`config.mk`:
```
export PLATFORM = sky130hd
export DESIGN_NAME = tcpm_channel
export DESIGN_NICKNAME = d
export VERILOG_FILES = /design/src/rtl/tcpm_in_filter.v /design/src/rtl/tcpm_channel.v
export VERILOG_INCLUDE_DIRS = /design/src /design/src/include
export SDC_FILE = /design/constraint.sdc
export NUM_CORES = 1
export LEC_CHECK = 0
export ABC_AREA = 0
export ABC_CLOCK_PERIOD_IN_PS = 5340
export BUFFER_PORTS_ARGS = -buffer_cell sky130_fd_sc_hd__buf_2
export CAP_MARGIN = 10
export CORE_MARGIN = 1
export CORE_UTILIZATION = 25
export DETAILED_ROUTE_END_ITERATION = 16
export GPL_ROUTABILITY_DRIVEN = 0
export SLEW_MARGIN = 20
export SYNTH_ARGS = -nofsm -noshare
export SYNTH_HDL_FRONTEND = slang
export SYNTH_SLANG_ARGS = --single-unit
```
`constraint.sdc`:
```
create_clock -name clk -period 5.34 [get_ports clk]
set_input_delay 1.068 -clock clk [delete_from_list [all_inputs] [get_ports clk]]
set_output_delay 1.068 -clock clk [all_outputs]
set_load 0.01 [all_outputs]
```
`src/include/tcpm_defines.vh`:
```
// Constants for the pulse measurement timer channel
`ifndef TCPM_DEFINES_VH
`define TCPM_DEFINES_VH

// APB byte offsets
`define TCPM_A_POWER     8'h00
`define TCPM_A_PRESCALE  8'h04
`define TCPM_A_MODE      8'h08
`define TCPM_A_OUTCTL    8'h0C
`define TCPM_A_TRIGGER   8'h10
`define TCPM_A_ENSTAT    8'h14
`define TCPM_A_COUNT     8'h18
`define TCPM_A_CAPTURE   8'h1C
`define TCPM_A_STATUS    8'h20
`define TCPM_A_NFEN      8'h24

// Mode register fields
`define TCPM_M_IRQOPT    0
`define TCPM_M_MD_HI     3
`define TCPM_M_MD_LO     1
`define TCPM_M_CIS_LO    6
`define TCPM_M_CIS_HI    7
`define TCPM_M_STS_HI    10
`define TCPM_M_STS_LO    8
`define TCPM_M_CKS_HI    15
`define TCPM_M_CKS_LO    14
`define TCPM_M_WMASK     16'hC7CF

// Field encodings
`define TCPM_MD_CAPTURE  3'h2
`define TCPM_MD_ONECOUNT 3'h6
`define TCPM_STS_EDGE    3'h1
`define TCPM_STS_START   3'h2
`define TCPM_CIS_FALL    2'h0
`define TCPM_CIS_RISE    2'h1
`define TCPM_CIS_LOW     2'h2
`define TCPM_CIS_HIGH    2'h3

// Trigger register bits, other single bits
`define TCPM_T_START     0
`define TCPM_T_STOP      1
`define TCPM_OVF_BIT     0

// Reset and count values, prescaler field width
`define TCPM_ZERO16      16'h0000
`define TCPM_ONE16       16'h0001
`define TCPM_FULL16      16'hFFFF
`define TCPM_ZERO32      32'h0000_0000
`define TCPM_PSC_W       4

`endif

```
`src/rtl/tcpm_in_filter.v`:
```
// Input pin synchroniser, noise filter and edge detector
`timescale 1ns/100ps
module tcpm_in_filter
(
    input  wire clk,
    input  wire rst,
    input  wire pin,
    input  wire tick,
    input  wire filt_en,
    output reg  rise,
    output reg  fall
);
    reg meta_q;
    reg sync_q;
    reg samp_q;
    reg lvl_q;

    // Two-stage synchroniser, first stage read only by second
    always @(posedge clk)
    begin
        if (rst)
        begin
            meta_q <= 1'b0;
            sync_q <= 1'b0;
        end
        else
        begin
            meta_q <= pin;
            sync_q <= meta_q;
        end
    end

    // Sample on operating clock ticks; filter needs two equal samples
    always @(posedge clk)
    begin
        if (rst)
        begin
            samp_q <= 1'b0;
            lvl_q  <= 1'b0;
            rise   <= 1'b0;
            fall   <= 1'b0;
        end
        else
        begin
            if (tick)
            begin
                // Edge pulses last a full tick so a divided clock sees them
                rise   <= 1'b0;
                fall   <= 1'b0;
                samp_q <= sync_q;
                if ((!filt_en || samp_q == sync_q) && lvl_q != sync_q)
                begin
                    lvl_q <= sync_q;
                    rise  <= sync_q;
                    fall  <= ~sync_q;
                end
            end
        end
    end
endmodule

```
`src/rtl/tcpm_channel.v`:
```
// Timer channel for pulse interval and level width measurement
//
// Implementation choices: the address map and register access over APB.
`timescale 1ns/100ps
`include "tcpm_defines.vh"
module tcpm_channel
(
    input  wire        clk,
    input  wire        srst,
    input  wire        psel,
    input  wire        penable,
    input  wire        pwrite,
    input  wire [7:0]  paddr,
    input  wire [31:0] pwdata,
    output reg  [31:0] prdata,
    output wire        pready,
    output wire        pslverr,
    input  wire        timer_input_pin,
    output reg         chan_interrupt
);
    localparam [3:0] ST_IDLE = 4'b0001;
    localparam [3:0] ST_RUN  = 4'b0010;
    localparam [3:0] ST_WAIT = 4'b0100;
    localparam [3:0] ST_MEAS = 4'b1000;

    reg        unit_power_enable_q;
    reg [15:0] unit_prescaler_reg_q;
    reg [15:0] chan_mode_reg_q;
    reg [3:0]  out_ctl_q;
    reg        noise_filter_enable_q;
    reg [15:0] chan_count_reg_q;
    reg [15:0] chan_capture_data_reg_q;
    reg        overflow_flag_q;
    reg        wrap_q;
    reg        first_q;
    reg [3:0]  state_q;
    reg [15:0] psc_q;
    reg        ack_q;
    reg [31:0] rdata_d;
    reg        mapped_d;

    wire       unit_rst;
    wire       tick;
    wire       rise;
    wire       fall;
    wire       acc;
    wire       wr;
    wire       chan_start_trigger;
    wire       chan_stop_trigger;
    wire       chan_enable_status;
    wire [2:0] mode_sel;
    wire [2:0] start_trig_select;
    wire [1:0] edge_sel;
    wire [1:0] op_clock_select;
    wire       start_irq_option;
    wire       is_width;
    wire       ival_edge;
    wire       w_start;
    wire       w_capt;
    wire [3:0] psc_sel;
    wire [15:0] count_inc;

    // Mask of low prescaler bits for divide by two to the n
    function [15:0] tcpm_mask;
        input [3:0] n;
        begin
            tcpm_mask = ~(`TCPM_FULL16 << n);
        end
    endfunction

    // Edge test for interval mode by edge selection field
    function tcpm_edge_hit;
        input [1:0] sel;
        input       r;
        input       f;
        begin
            case (sel)
                `TCPM_CIS_FALL: tcpm_edge_hit = f;
                `TCPM_CIS_RISE: tcpm_edge_hit = r;
                default:        tcpm_edge_hit = r | f;
            endcase
        end
    endfunction

    assign unit_rst = srst | ~unit_power_enable_q;

    // APB: one wait state so read data comes from a flip-flop
    assign acc     = psel & penable;
    assign pready  = ack_q;
    assign pslverr = ack_q & ~mapped_d;
    assign wr      = acc & ack_q & pwrite & mapped_d;

    assign chan_start_trigger = wr & unit_power_enable_q
                              & (paddr == `TCPM_A_TRIGGER)
                              & pwdata[`TCPM_T_START];
    assign chan_stop_trigger  = wr & unit_power_enable_q
                              & (paddr == `TCPM_A_TRIGGER)
                              & pwdata[`TCPM_T_STOP];

    assign chan_enable_status = ~state_q[0];
    assign mode_sel          = chan_mode_reg_q[`TCPM_M_MD_HI:`TCPM_M_MD_LO];
    assign start_trig_select = chan_mode_reg_q[`TCPM_M_STS_HI:`TCPM_M_STS_LO];
    assign edge_sel          = chan_mode_reg_q[`TCPM_M_CIS_HI:`TCPM_M_CIS_LO];
    assign op_clock_select   = chan_mode_reg_q[`TCPM_M_CKS_HI:`TCPM_M_CKS_LO];
    assign start_irq_option  = chan_mode_reg_q[`TCPM_M_IRQOPT];
    assign is_width = (mode_sel == `TCPM_MD_ONECOUNT);
    assign count_inc = chan_count_reg_q + `TCPM_ONE16;

    // Operating clock select: one of four prescaler fields
    assign psc_sel = unit_prescaler_reg_q[op_clock_select * `TCPM_PSC_W
                                          +: `TCPM_PSC_W];
    always @(posedge clk)
    begin
        if (unit_rst)
            psc_q <= `TCPM_ZERO16;
        else
            psc_q <= psc_q + `TCPM_ONE16;
    end
    assign tick = ((psc_q & tcpm_mask(psc_sel)) == tcpm_mask(psc_sel));

    tcpm_in_filter u_filt
    (
        .clk     (clk),
        .rst     (unit_rst),
        .pin     (timer_input_pin),
        .tick    (tick),
        .filt_en (noise_filter_enable_q),
        .rise    (rise),
        .fall    (fall)
    );

    assign ival_edge = (start_trig_select == `TCPM_STS_EDGE)
                     & tcpm_edge_hit(edge_sel, rise, fall);
    assign w_start = (start_trig_select == `TCPM_STS_START)
                   & ((edge_sel == `TCPM_CIS_HIGH) ? rise :
                      (edge_sel == `TCPM_CIS_LOW)  ? fall : 1'b0);
    assign w_capt  = (edge_sel == `TCPM_CIS_HIGH) ? fall :
                     (edge_sel == `TCPM_CIS_LOW)  ? rise : 1'b0;

    // Configuration registers; unit power bit always writable
    always @(posedge clk)
    begin
        if (srst)
            unit_power_enable_q <= 1'b0;
        else if (wr && paddr == `TCPM_A_POWER)
            unit_power_enable_q <= pwdata[0];
    end

    // only edge bits change while running, trusted to software
    always @(posedge clk)
    begin
        if (unit_rst)
        begin
            unit_prescaler_reg_q  <= `TCPM_ZERO16;
            chan_mode_reg_q       <= `TCPM_ZERO16;
            out_ctl_q             <= 4'h0;
            noise_filter_enable_q <= 1'b0;
        end
        else if (wr)
        begin
            case (paddr)
                `TCPM_A_PRESCALE: unit_prescaler_reg_q <= pwdata[15:0];
                `TCPM_A_MODE:
                    chan_mode_reg_q <= pwdata[15:0] & `TCPM_M_WMASK;
                `TCPM_A_OUTCTL:   out_ctl_q <= pwdata[3:0];
                `TCPM_A_NFEN:     noise_filter_enable_q <= pwdata[0];
                default:          out_ctl_q <= out_ctl_q;
            endcase
        end
    end

    // Channel sequencer, counter, capture and interrupt
    always @(posedge clk)
    begin
        if (unit_rst)
        begin
            state_q                 <= ST_IDLE;
            chan_count_reg_q        <= `TCPM_ZERO16;
            chan_capture_data_reg_q <= `TCPM_ZERO16;
            overflow_flag_q         <= 1'b0;
            wrap_q                  <= 1'b0;
            first_q                 <= 1'b0;
            chan_interrupt          <= 1'b0;
        end
        else
        begin
            chan_interrupt <= 1'b0;
            case (state_q)
                ST_IDLE:
                begin
                    if (chan_start_trigger && !chan_stop_trigger)
                    begin
                        state_q <= is_width ? ST_WAIT : ST_RUN;
                        first_q <= ~is_width;
                    end
                end
                ST_RUN:
                begin
                    if (chan_stop_trigger)
                        state_q <= ST_IDLE;
                    else if (first_q && tick)
                    begin
                        chan_count_reg_q <= `TCPM_ZERO16;
                        wrap_q           <= 1'b0;
                        first_q          <= 1'b0;
                        chan_interrupt   <= start_irq_option;
                    end
                    else if (!first_q && (chan_start_trigger || (tick
                             && ival_edge)))
                    begin
                        chan_capture_data_reg_q <= chan_count_reg_q;
                        overflow_flag_q  <= wrap_q;
                        wrap_q           <= 1'b0;
                        chan_count_reg_q <= `TCPM_ZERO16;
                        chan_interrupt   <= 1'b1;
                    end
                    else if (!first_q && tick)
                    begin
                        chan_count_reg_q <= count_inc;
                        if (chan_count_reg_q == `TCPM_FULL16)
                            wrap_q <= 1'b1;
                    end
                end
                ST_WAIT:
                begin
                    if (chan_stop_trigger)
                        state_q <= ST_IDLE;
                    else if (tick && w_start)
                    begin
                        chan_count_reg_q <= `TCPM_ZERO16;
                        wrap_q           <= 1'b0;
                        state_q          <= ST_MEAS;
                        chan_interrupt   <= start_irq_option;
                    end
                end
                ST_MEAS:
                begin
                    if (chan_stop_trigger)
                        state_q <= ST_IDLE;
                    else if (tick && w_capt)
                    begin
                        chan_capture_data_reg_q <= chan_count_reg_q;
                        overflow_flag_q  <= wrap_q;
                        chan_count_reg_q <= count_inc;
                        chan_interrupt   <= 1'b1;
                        state_q          <= ST_WAIT;
                    end
                    else if (tick)
                    begin
                        chan_count_reg_q <= count_inc;
                        if (chan_count_reg_q == `TCPM_FULL16)
                            wrap_q <= 1'b1;
                    end
                end
                default:
                    state_q <= ST_IDLE;
            endcase
        end
    end

    always @*
    begin
        rdata_d  = `TCPM_ZERO32;
        mapped_d = 1'b1;
        case (paddr)
            `TCPM_A_POWER:    rdata_d[0] = unit_power_enable_q;
            `TCPM_A_PRESCALE: rdata_d[15:0] = unit_prescaler_reg_q;
            `TCPM_A_MODE:     rdata_d[15:0] = chan_mode_reg_q;
            `TCPM_A_OUTCTL:   rdata_d[3:0] = out_ctl_q;
            `TCPM_A_TRIGGER:  rdata_d = `TCPM_ZERO32;
            `TCPM_A_ENSTAT:   rdata_d[0] = chan_enable_status;
            `TCPM_A_COUNT:    rdata_d[15:0] = chan_count_reg_q;
            `TCPM_A_CAPTURE:  rdata_d[15:0] = chan_capture_data_reg_q;
            `TCPM_A_STATUS:   rdata_d[`TCPM_OVF_BIT] = overflow_flag_q;
            `TCPM_A_NFEN:     rdata_d[0] = noise_filter_enable_q;
            default:          mapped_d = 1'b0;
        endcase
    end

    // Acknowledge after one wait cycle; read data latched then
    always @(posedge clk)
    begin
        if (srst)
        begin
            ack_q  <= 1'b0;
            prdata <= `TCPM_ZERO32;
        end
        else
        begin
            ack_q <= acc & ~ack_q;
            if (acc && !ack_q && !pwrite)
                prdata <= rdata_d;
        end
    end
endmodule

```
==> results of run 1 <==
-- cell usage in the layout (no fill, tap or decap), types with 15 or more instances in the layout --
master and instances:
a22oi_1 22, conb_1 16, dfxtp_1 111, o21ai_0 15, nor2_1 91, nand2_1 35
nand3_1 29, buf_2 48, mux2i_1 37, a32o_1 16, inv_1 15, a21oi_1 30
-- per-layer routing --
metal  wire [um]  global-route usage (%)
met5           0                       0
met4         165                    3.38
met3         986                    3.45
met2        6170                    19.1
met1        7290                    19.2
-- power by group through the flow --
stage	clock network (W)	registers (W)	logic [W]
3_5_place_dp	0	0.000849	0.0000405
4_1_cts	0.000783	0.000830	0.0000406
2_1_floorplan	0	0.000850	0.0000252
3_3_place_gp	0	0.000849	0.0000404
6_report	0.000769	0.000830	0.0000409
5_1_grt	0.000818	0.000830	0.0000455
-- state kept, by name, summed over array words and instances, names as in the netlist, 4 cells and up --
register and cells:
unit_prescaler_reg_q 16, prdata 16, out_ctl_q 4, state_q 4
psc_q 15, chan_capture_data_reg_q 16, chan_mode_reg_q 11, chan_count_reg_q 16
-- layout make-up --
| type | instances | area, um^2 | area share [%] |
|---|---|---|---|
| Sequential cell | 111 | 2220 | 35.8 |
| Timing Repair Buffer | 56 | 300 | 4.84 |
| Clock inverter | 4 | 76.3 | 1.23 |
| Inverter | 15 | 56.3 | 0.907 |
| Clock buffer | 12 | 267 | 4.29 |
| Tap cell | 275 | 344 | 5.54 |
| Multi-Input combinational cell | 458 | 2940 | 47.4 |
-- logic make-up after synthesis --
family	synth area share, %
adders and majority gates	0.665
xor gates and xnor gates	1.93
DFF	40.7
AOI/OAI and AO/OA	20.4
buffers and inverters	6.81
other	0.0687
muxes	8.64
and+or+nand+nor	20.8
-- final timing paths --
kind	start	end	slack (ns)
max	chan_mode_reg_q[15]	chan_count_reg_q[7]	1.62
min	u_filt.meta_q	u_filt.sync_q	0.43
max reg2reg	chan_mode_reg_q[15]	chan_count_reg_q[7]	1.62
min reg2reg	u_filt.meta_q	u_filt.sync_q	0.43
-- stage by stage --
stage | cells | utilization (%) | setup slack [ns] | power [W]
after floorplan | 639 | - | 2.16 | 0.000875
after global placement | 915 | 27.6 | 1.60 | 0.000890
after detailed placement | 915 | 27.6 | 1.58 | 0.000890
after CTS | 931 | 29.2 | 1.62 | 0.00165
after global routing | 931 | 29.2 | 1.31 | 0.00169
final | 931 | 29.2 | 1.62 | 0.00164
==> parameters.txt, run 1 <==
Parameter                              Value

Clock tree
  TritonCTS clock tree ... done
  CTS clk-pin slew, worst paths ... about 0.07 ns
  Clock latency on the worst-skew pair ... approximately 0.37 ns
  Number of clock sinks seen by CTS ... 111
  Gates resized, CTS repair ... 0
  Clock buffers created by TritonCTS ... 9
  CTS Hold Bufs ... 0
  Buffers from clock root to sink, at most ... 2
  Root buf cell ... clkbuf_16
  H-Tree Level Count ... 3
  Post-CTS setup buffer count ... 0

Detailed routing
  Sum of routed wire length over all layers ... 14600 um
  Violation count after the first detailed-route iteration ... 398
  Routed wire per std cell ... roughly 16 um
  Total vias in the final route ... 4679
  Antenna-violating nets left ... 0
  DR vias/cell ... 5.03
  Count of TritonRoute iterations in the first routing pass ... 5
  Remaining DRCs ... 0

Min path
  Worst Hold Depth ... 1
  Type of the worst min-delay path ... register to register

Pwr
  Fraction of power consumed by sequential logic ... 50.6%
  Logic gate share of total power ... 2.5%
  Worst vdd rail ir drop ... 0.176 mV
  Power per standard cell area ... between 200 and 300 mW/mm^2
  Sw Pwr ... 0.000347 W
  Clock Power Share ... 46.9%
  Switching fraction of total power ... 21.2%
  Power Internal ... 0.00129 W
  Static Leakage ... 1.98 nW

STA
  Worst slew margin relative to its limit ... 34.0%
  Minimum clock period after layout ... ~3.7 ns
  WHS ... approximately 0.43 ns
  Peak clock frequency supported by timing ... around 0.27 GHz
  Number of hold-slack violations in the final timing report ... 0
  Pins Over Slew Limit ... 0
  Slew at the pin with the worst max-slew slack ... 0.988 ns
  Worst setup skew after layout ... 0.0138 ns
  Post-Route Setup TNS ... 0 ns
  RSZ-0062 raised after global routing ... no
  Final setup viols ... 0
  Final clock period utilization by the worst path ... 69.6%

Final layout
  Number of nets in the final layout ... 699
  Summed area of non-filler cells in the final layout ... 0.00621 mm^2
  Proportion of layout cells with a drive suffix above 1 ... a little over an eighth
  Number of antenna diodes ... 0
  Synth-to-layout area growth ... 13.7%
  Total of fill cells in the finished design ... 2263

Setup path
  Critical path depth ... 8
  Delay of the slowest critical-path stage ... approximately 0.84 ns
  R2r worst-path depth ... 8
  Setup crit end kind ... register
  Crit path max-delay family ... compound AO/OA/AOI/OAI gates
  Cell with the largest stage delay on the worst path ... a211oi_2
  Buffering stage count on the worst path with inverters included ... 1
  Highest fanout seen on the critical path ... 16
  Required time reported for the critical path endpoint ... between 5 and 6 ns
  CP Cell Sequence ... mux4_2 > a21boi_0 > o2111ai_1 > a211oi_2 > a31oi_1 > buf_4 > nand2b_1 > o211ai_1
  Critical path class ... register to register
  Setup crit start kind ... register
  Arrival time at the worst endpoint ... 3.94 ns

Floorplanning
  Boundary Pins ... 81
  Die Wd ... 150 um
  Floorplan die height ... 150 um
  CORE AREA ... about 0.021 mm^2
  Std-Cell Rows ... 53
  Die area ... 0.0224 mm^2
  Starting density of the core ... between 20% and 30%

Place
  Number of input and output port buffers inserted ... 48
  HPWL after detailed placement ... around 10000 um
  Post-placement cell area ... 0.00586 mm^2

Synth
  Register bit total from synthesis ... approximately 110
  Most common cell in the synthesized netlist ... dfxtp_1
  Netlist area before placement ... around 0.0055 mm^2
  Cell count after synthesis ... ~620
  Commonest cells in the synthesized netlist ... dfxtp_1 (111), nor2_1 (92), mux2i_1 (37), nand2_1 (35), a21oi_1 (30)
  Yosys cell types ... 64
  Yosys Warn Count ... 0
  Area contributors post-synth ... dfxtp_1 (41%), mux2i_1 (6.8%), nor2_1 (6.3%)
  Largest area contributor in the synthesized netlist ... dfxtp_1
  Count of flip-flops with a built-in enable after synthesis ... 0
  Share of flip-flops with an asynchronous set or reset ... 0%
  Syn Area/Cell ... roughly 8.7 um^2
  Portion of the post-synthesis area used by sequential elements ... 40.7%
  Yosys top cell area share ... 40.7%
  Primary flip-flop cell chosen by synthesis mapping ... dfxtp_1

GRT
  Pin count of the biggest net entering global routing ... between 50 and 60
  Global-route wire length before repair ... 23100 um
  Initial antenna violation count ... 0
  Overall global routing resource usage ... a little over an eighth
  Number of global-route vias before repair ... 4183
  Remaining global-route overflow ... 0

Status
  Result of the run ... finished clean

Job
  Number of maximum-capacitance violations ... 0
Power figures use the tool's default switching activity.
==> run 2: changes to the inputs <==
ABC_CLOCK_PERIOD_IN_PS = 3400   (was 5340)
clock period = 3.4 ns   (was 5.34 ns; I/O delays follow)
==> run 2 against run 1 <==
  * Worst hold slack better by 0.0027 ns
  * Non-clock buffer count up 10
  * Clock power increased by 51%
  * Core utilization rose by 0.29 points
  * Critical path depth stayed put
  * Clock skew is 0.0037 ns lower
  * Sequential cell count unchanged
  * Cell count is 1.1% higher
==> parameters.txt, run 2 (synthesis gave the netlist of run 1 again) <==
Parameter                              Value

STA
  Pins Over Slew Limit ... 0
  Minimum clock period after layout ... 3.05 ns
  Worst slew margin relative to its limit ... 53.4%
  Number of hold-slack violations in the final timing report ... 0
  Final setup viols ... 0
  Peak clock frequency supported by timing ... 0.328 GHz
  Slew at the pin with the worst max-slew slack ... 0.693 ns
  RSZ-0062 raised after global routing ... no
  Crit path setup slack, layout ... about 0.35 ns
  Final clock period utilization by the worst path ... 89.7%
  Post-Route Setup TNS ... 0 ns
  Worst setup skew after layout ... 0.0101 ns

Pwr
  Static Leakage ... between 2 and 2.5 nW
  Final Power ... 0.00252 W
  Power per standard cell area ... 403 mW/mm^2
  Worst vdd rail ir drop ... 0.220 mV

GRT
  Overall global routing resource usage ... 13.4%
  Pin count of the biggest net entering global routing ... 41
  Initial antenna violation count ... 0
  Global-route wire length before repair ... approximately 23000 um
  Number of global-route vias before repair ... roughly 4300
  Remaining global-route overflow ... 0

Final layout
  Post-layout utilization of the core ... just under 30%
  Leading cell type in the layout, fill and taps excluded ... dfxtp_1
  Total of fill cells in the finished design ... 2302
  Number of nets in the final layout ... 709
  Number of antenna diodes ... 0
  Area taken by flip-flops and latches ... 0.00222 mm^2
  Proportion of layout cells with a drive suffix above 1 ... 14.6%
  Highest-count cells in the layout ignoring fill and taps ... dfxtp_1 (111), nor2_1 (91), buf_2 (48)
  Combined area of the multi-input logic cells ... 0.00294 mm^2
  Summed area of non-filler cells in the final layout ... 0.00627 mm^2
  Synth-to-layout area growth ... 14.8%

Clock tree
  Post-CTS setup buffer count ... 0
  Clock buffers created by TritonCTS ... 9
  Root buf cell ... clkbuf_16
  Number of clock sinks seen by CTS ... 111
  Buffers from clock root to sink, at most ... 2
  CTS clk-pin slew, worst paths ... about 0.070 ns
  Gates resized, CTS repair ... 0
  Clock latency on the worst-skew pair ... 0.36 ns
  CTS Hold Bufs ... 0
  H-Tree Level Count ... 3
  TritonCTS clock tree ... done

Setup path
  CP Cell Sequence ... mux4_2 > a21boi_0 > o2111ai_1 > a211oi_2 > buf_12 > a31oi_1 > or2_1 > a32o_1
  Cell with the largest stage delay on the worst path ... mux4_2
  Required time reported for the critical path endpoint ... around 3.7 ns
  Start point of the critical path ... chan_mode_reg_q[15]
  Highest fanout seen on the critical path ... 16
  Launch point of the worst reg-to-reg path ... chan_mode_reg_q[15]
  Critical path class ... register to register
  Setup crit end kind ... register
  Crit path max-delay family ... compound AO/OA/AOI/OAI gates
  Delay of the slowest critical-path stage ... 0.64 ns
  Buffering stage count on the worst path with inverters included ... 1
  Setup crit start kind ... register
  Arrival time at the worst endpoint ... 3.30 ns

Detailed routing
  Routed wire per std cell ... 15.5 um
  DR vias/cell ... around 5.0
  Antenna-violating nets left ... 0
  Total vias in the final route ... between 4000 and 5000
  Sum of routed wire length over all layers ... roughly 15000 um
  Violation count after the first detailed-route iteration ... 570
  Count of TritonRoute iterations in the first routing pass ... 5
  Remaining DRCs ... 0

Floorplanning
  Boundary Pins ... ~80
  Std-Cell Rows ... 53
  Die Wd ... 150 um
  Die area ... 0.0224 mm^2
  CORE AREA ... 0.0212 mm^2
  Starting density of the core ... about 26%
  Floorplan die height ... ~150 um

Place
  HPWL after detailed placement ... 10500 um
  Worst Setup Slack post-DPL ... 0.293 ns
  Post-placement cell area ... 0.00595 mm^2
  Number of input and output port buffers inserted ... 48

Status
  Result of the run ... finished clean

Job
  Number of maximum-capacitance violations ... 0

Min path
  Critical hold path startpoint ... u_filt.meta_q
  Type of the worst min-delay path ... register to register
-- run 2: power breakdown --
group           total, W  internal (W)  switching (W)
Combinational  0.0000645     0.0000215      0.0000430
Clock            0.00116      0.000656       0.000499
Sequential       0.00130       0.00130     0.00000185
Total            0.00252       0.00198       0.000544
-- run 2: final timing paths --
| kind | to | slack (ns) | cells after the start |
|---|---|---|---|
| hold / removal | u_filt.sync_q | 0.43 | 1 |
| setup / recovery | chan_capture_data_reg_q[12] | 0.35 | 8 |
| setup reg to reg | chan_capture_data_reg_q[12] | 0.35 | 8 |
| hold reg to reg | u_filt.sync_q | 0.43 | 1 |
-- run 2: per-layer routing --
layer | routed length [um] | GRT usage, % | share of wire (%) | vias up
li1 | - | - | - | 2322
met1 | 7380 | 19.4 | 50 | 2227
met2 | 6320 | 19.8 | 43 | 148
met3 | 788 | 3.14 | 5.4 | 12
met4 | 135 | 3.38 | 0.92 | 0
met5 | 0 | 0 | 0 | -
-- run 2: worst register-to-register path, delay by kind of cell (launching register included) --
family          cells  cell delay [ns]
buf+inv             1             0.18
simple gates        1             0.48
flops               1             0.42
mux                 1             0.64
compound gates      5             1.23
-- run 2: area by class of cell --
cell class | count | share of cell area [%]
sequential | 111 | 35.5
inverter | 15 | 0.898
clock buffer | 11 | 3.71
multi-input combinational | 458 | 46.8
clock inverter | 5 | 1.42
timing repair buffer | 66 | 6.19
tap | 275 | 5.49
-- run 2: stage by stage --
step | cells | hold slack [ns]
after floorplan | 639 | 0.406
after global placement | 925 | 0.415
after detailed placement | 925 | 0.427
after CTS | 941 | 0.444
after global routing | 941 | 0.464
final | 941 | 0.433
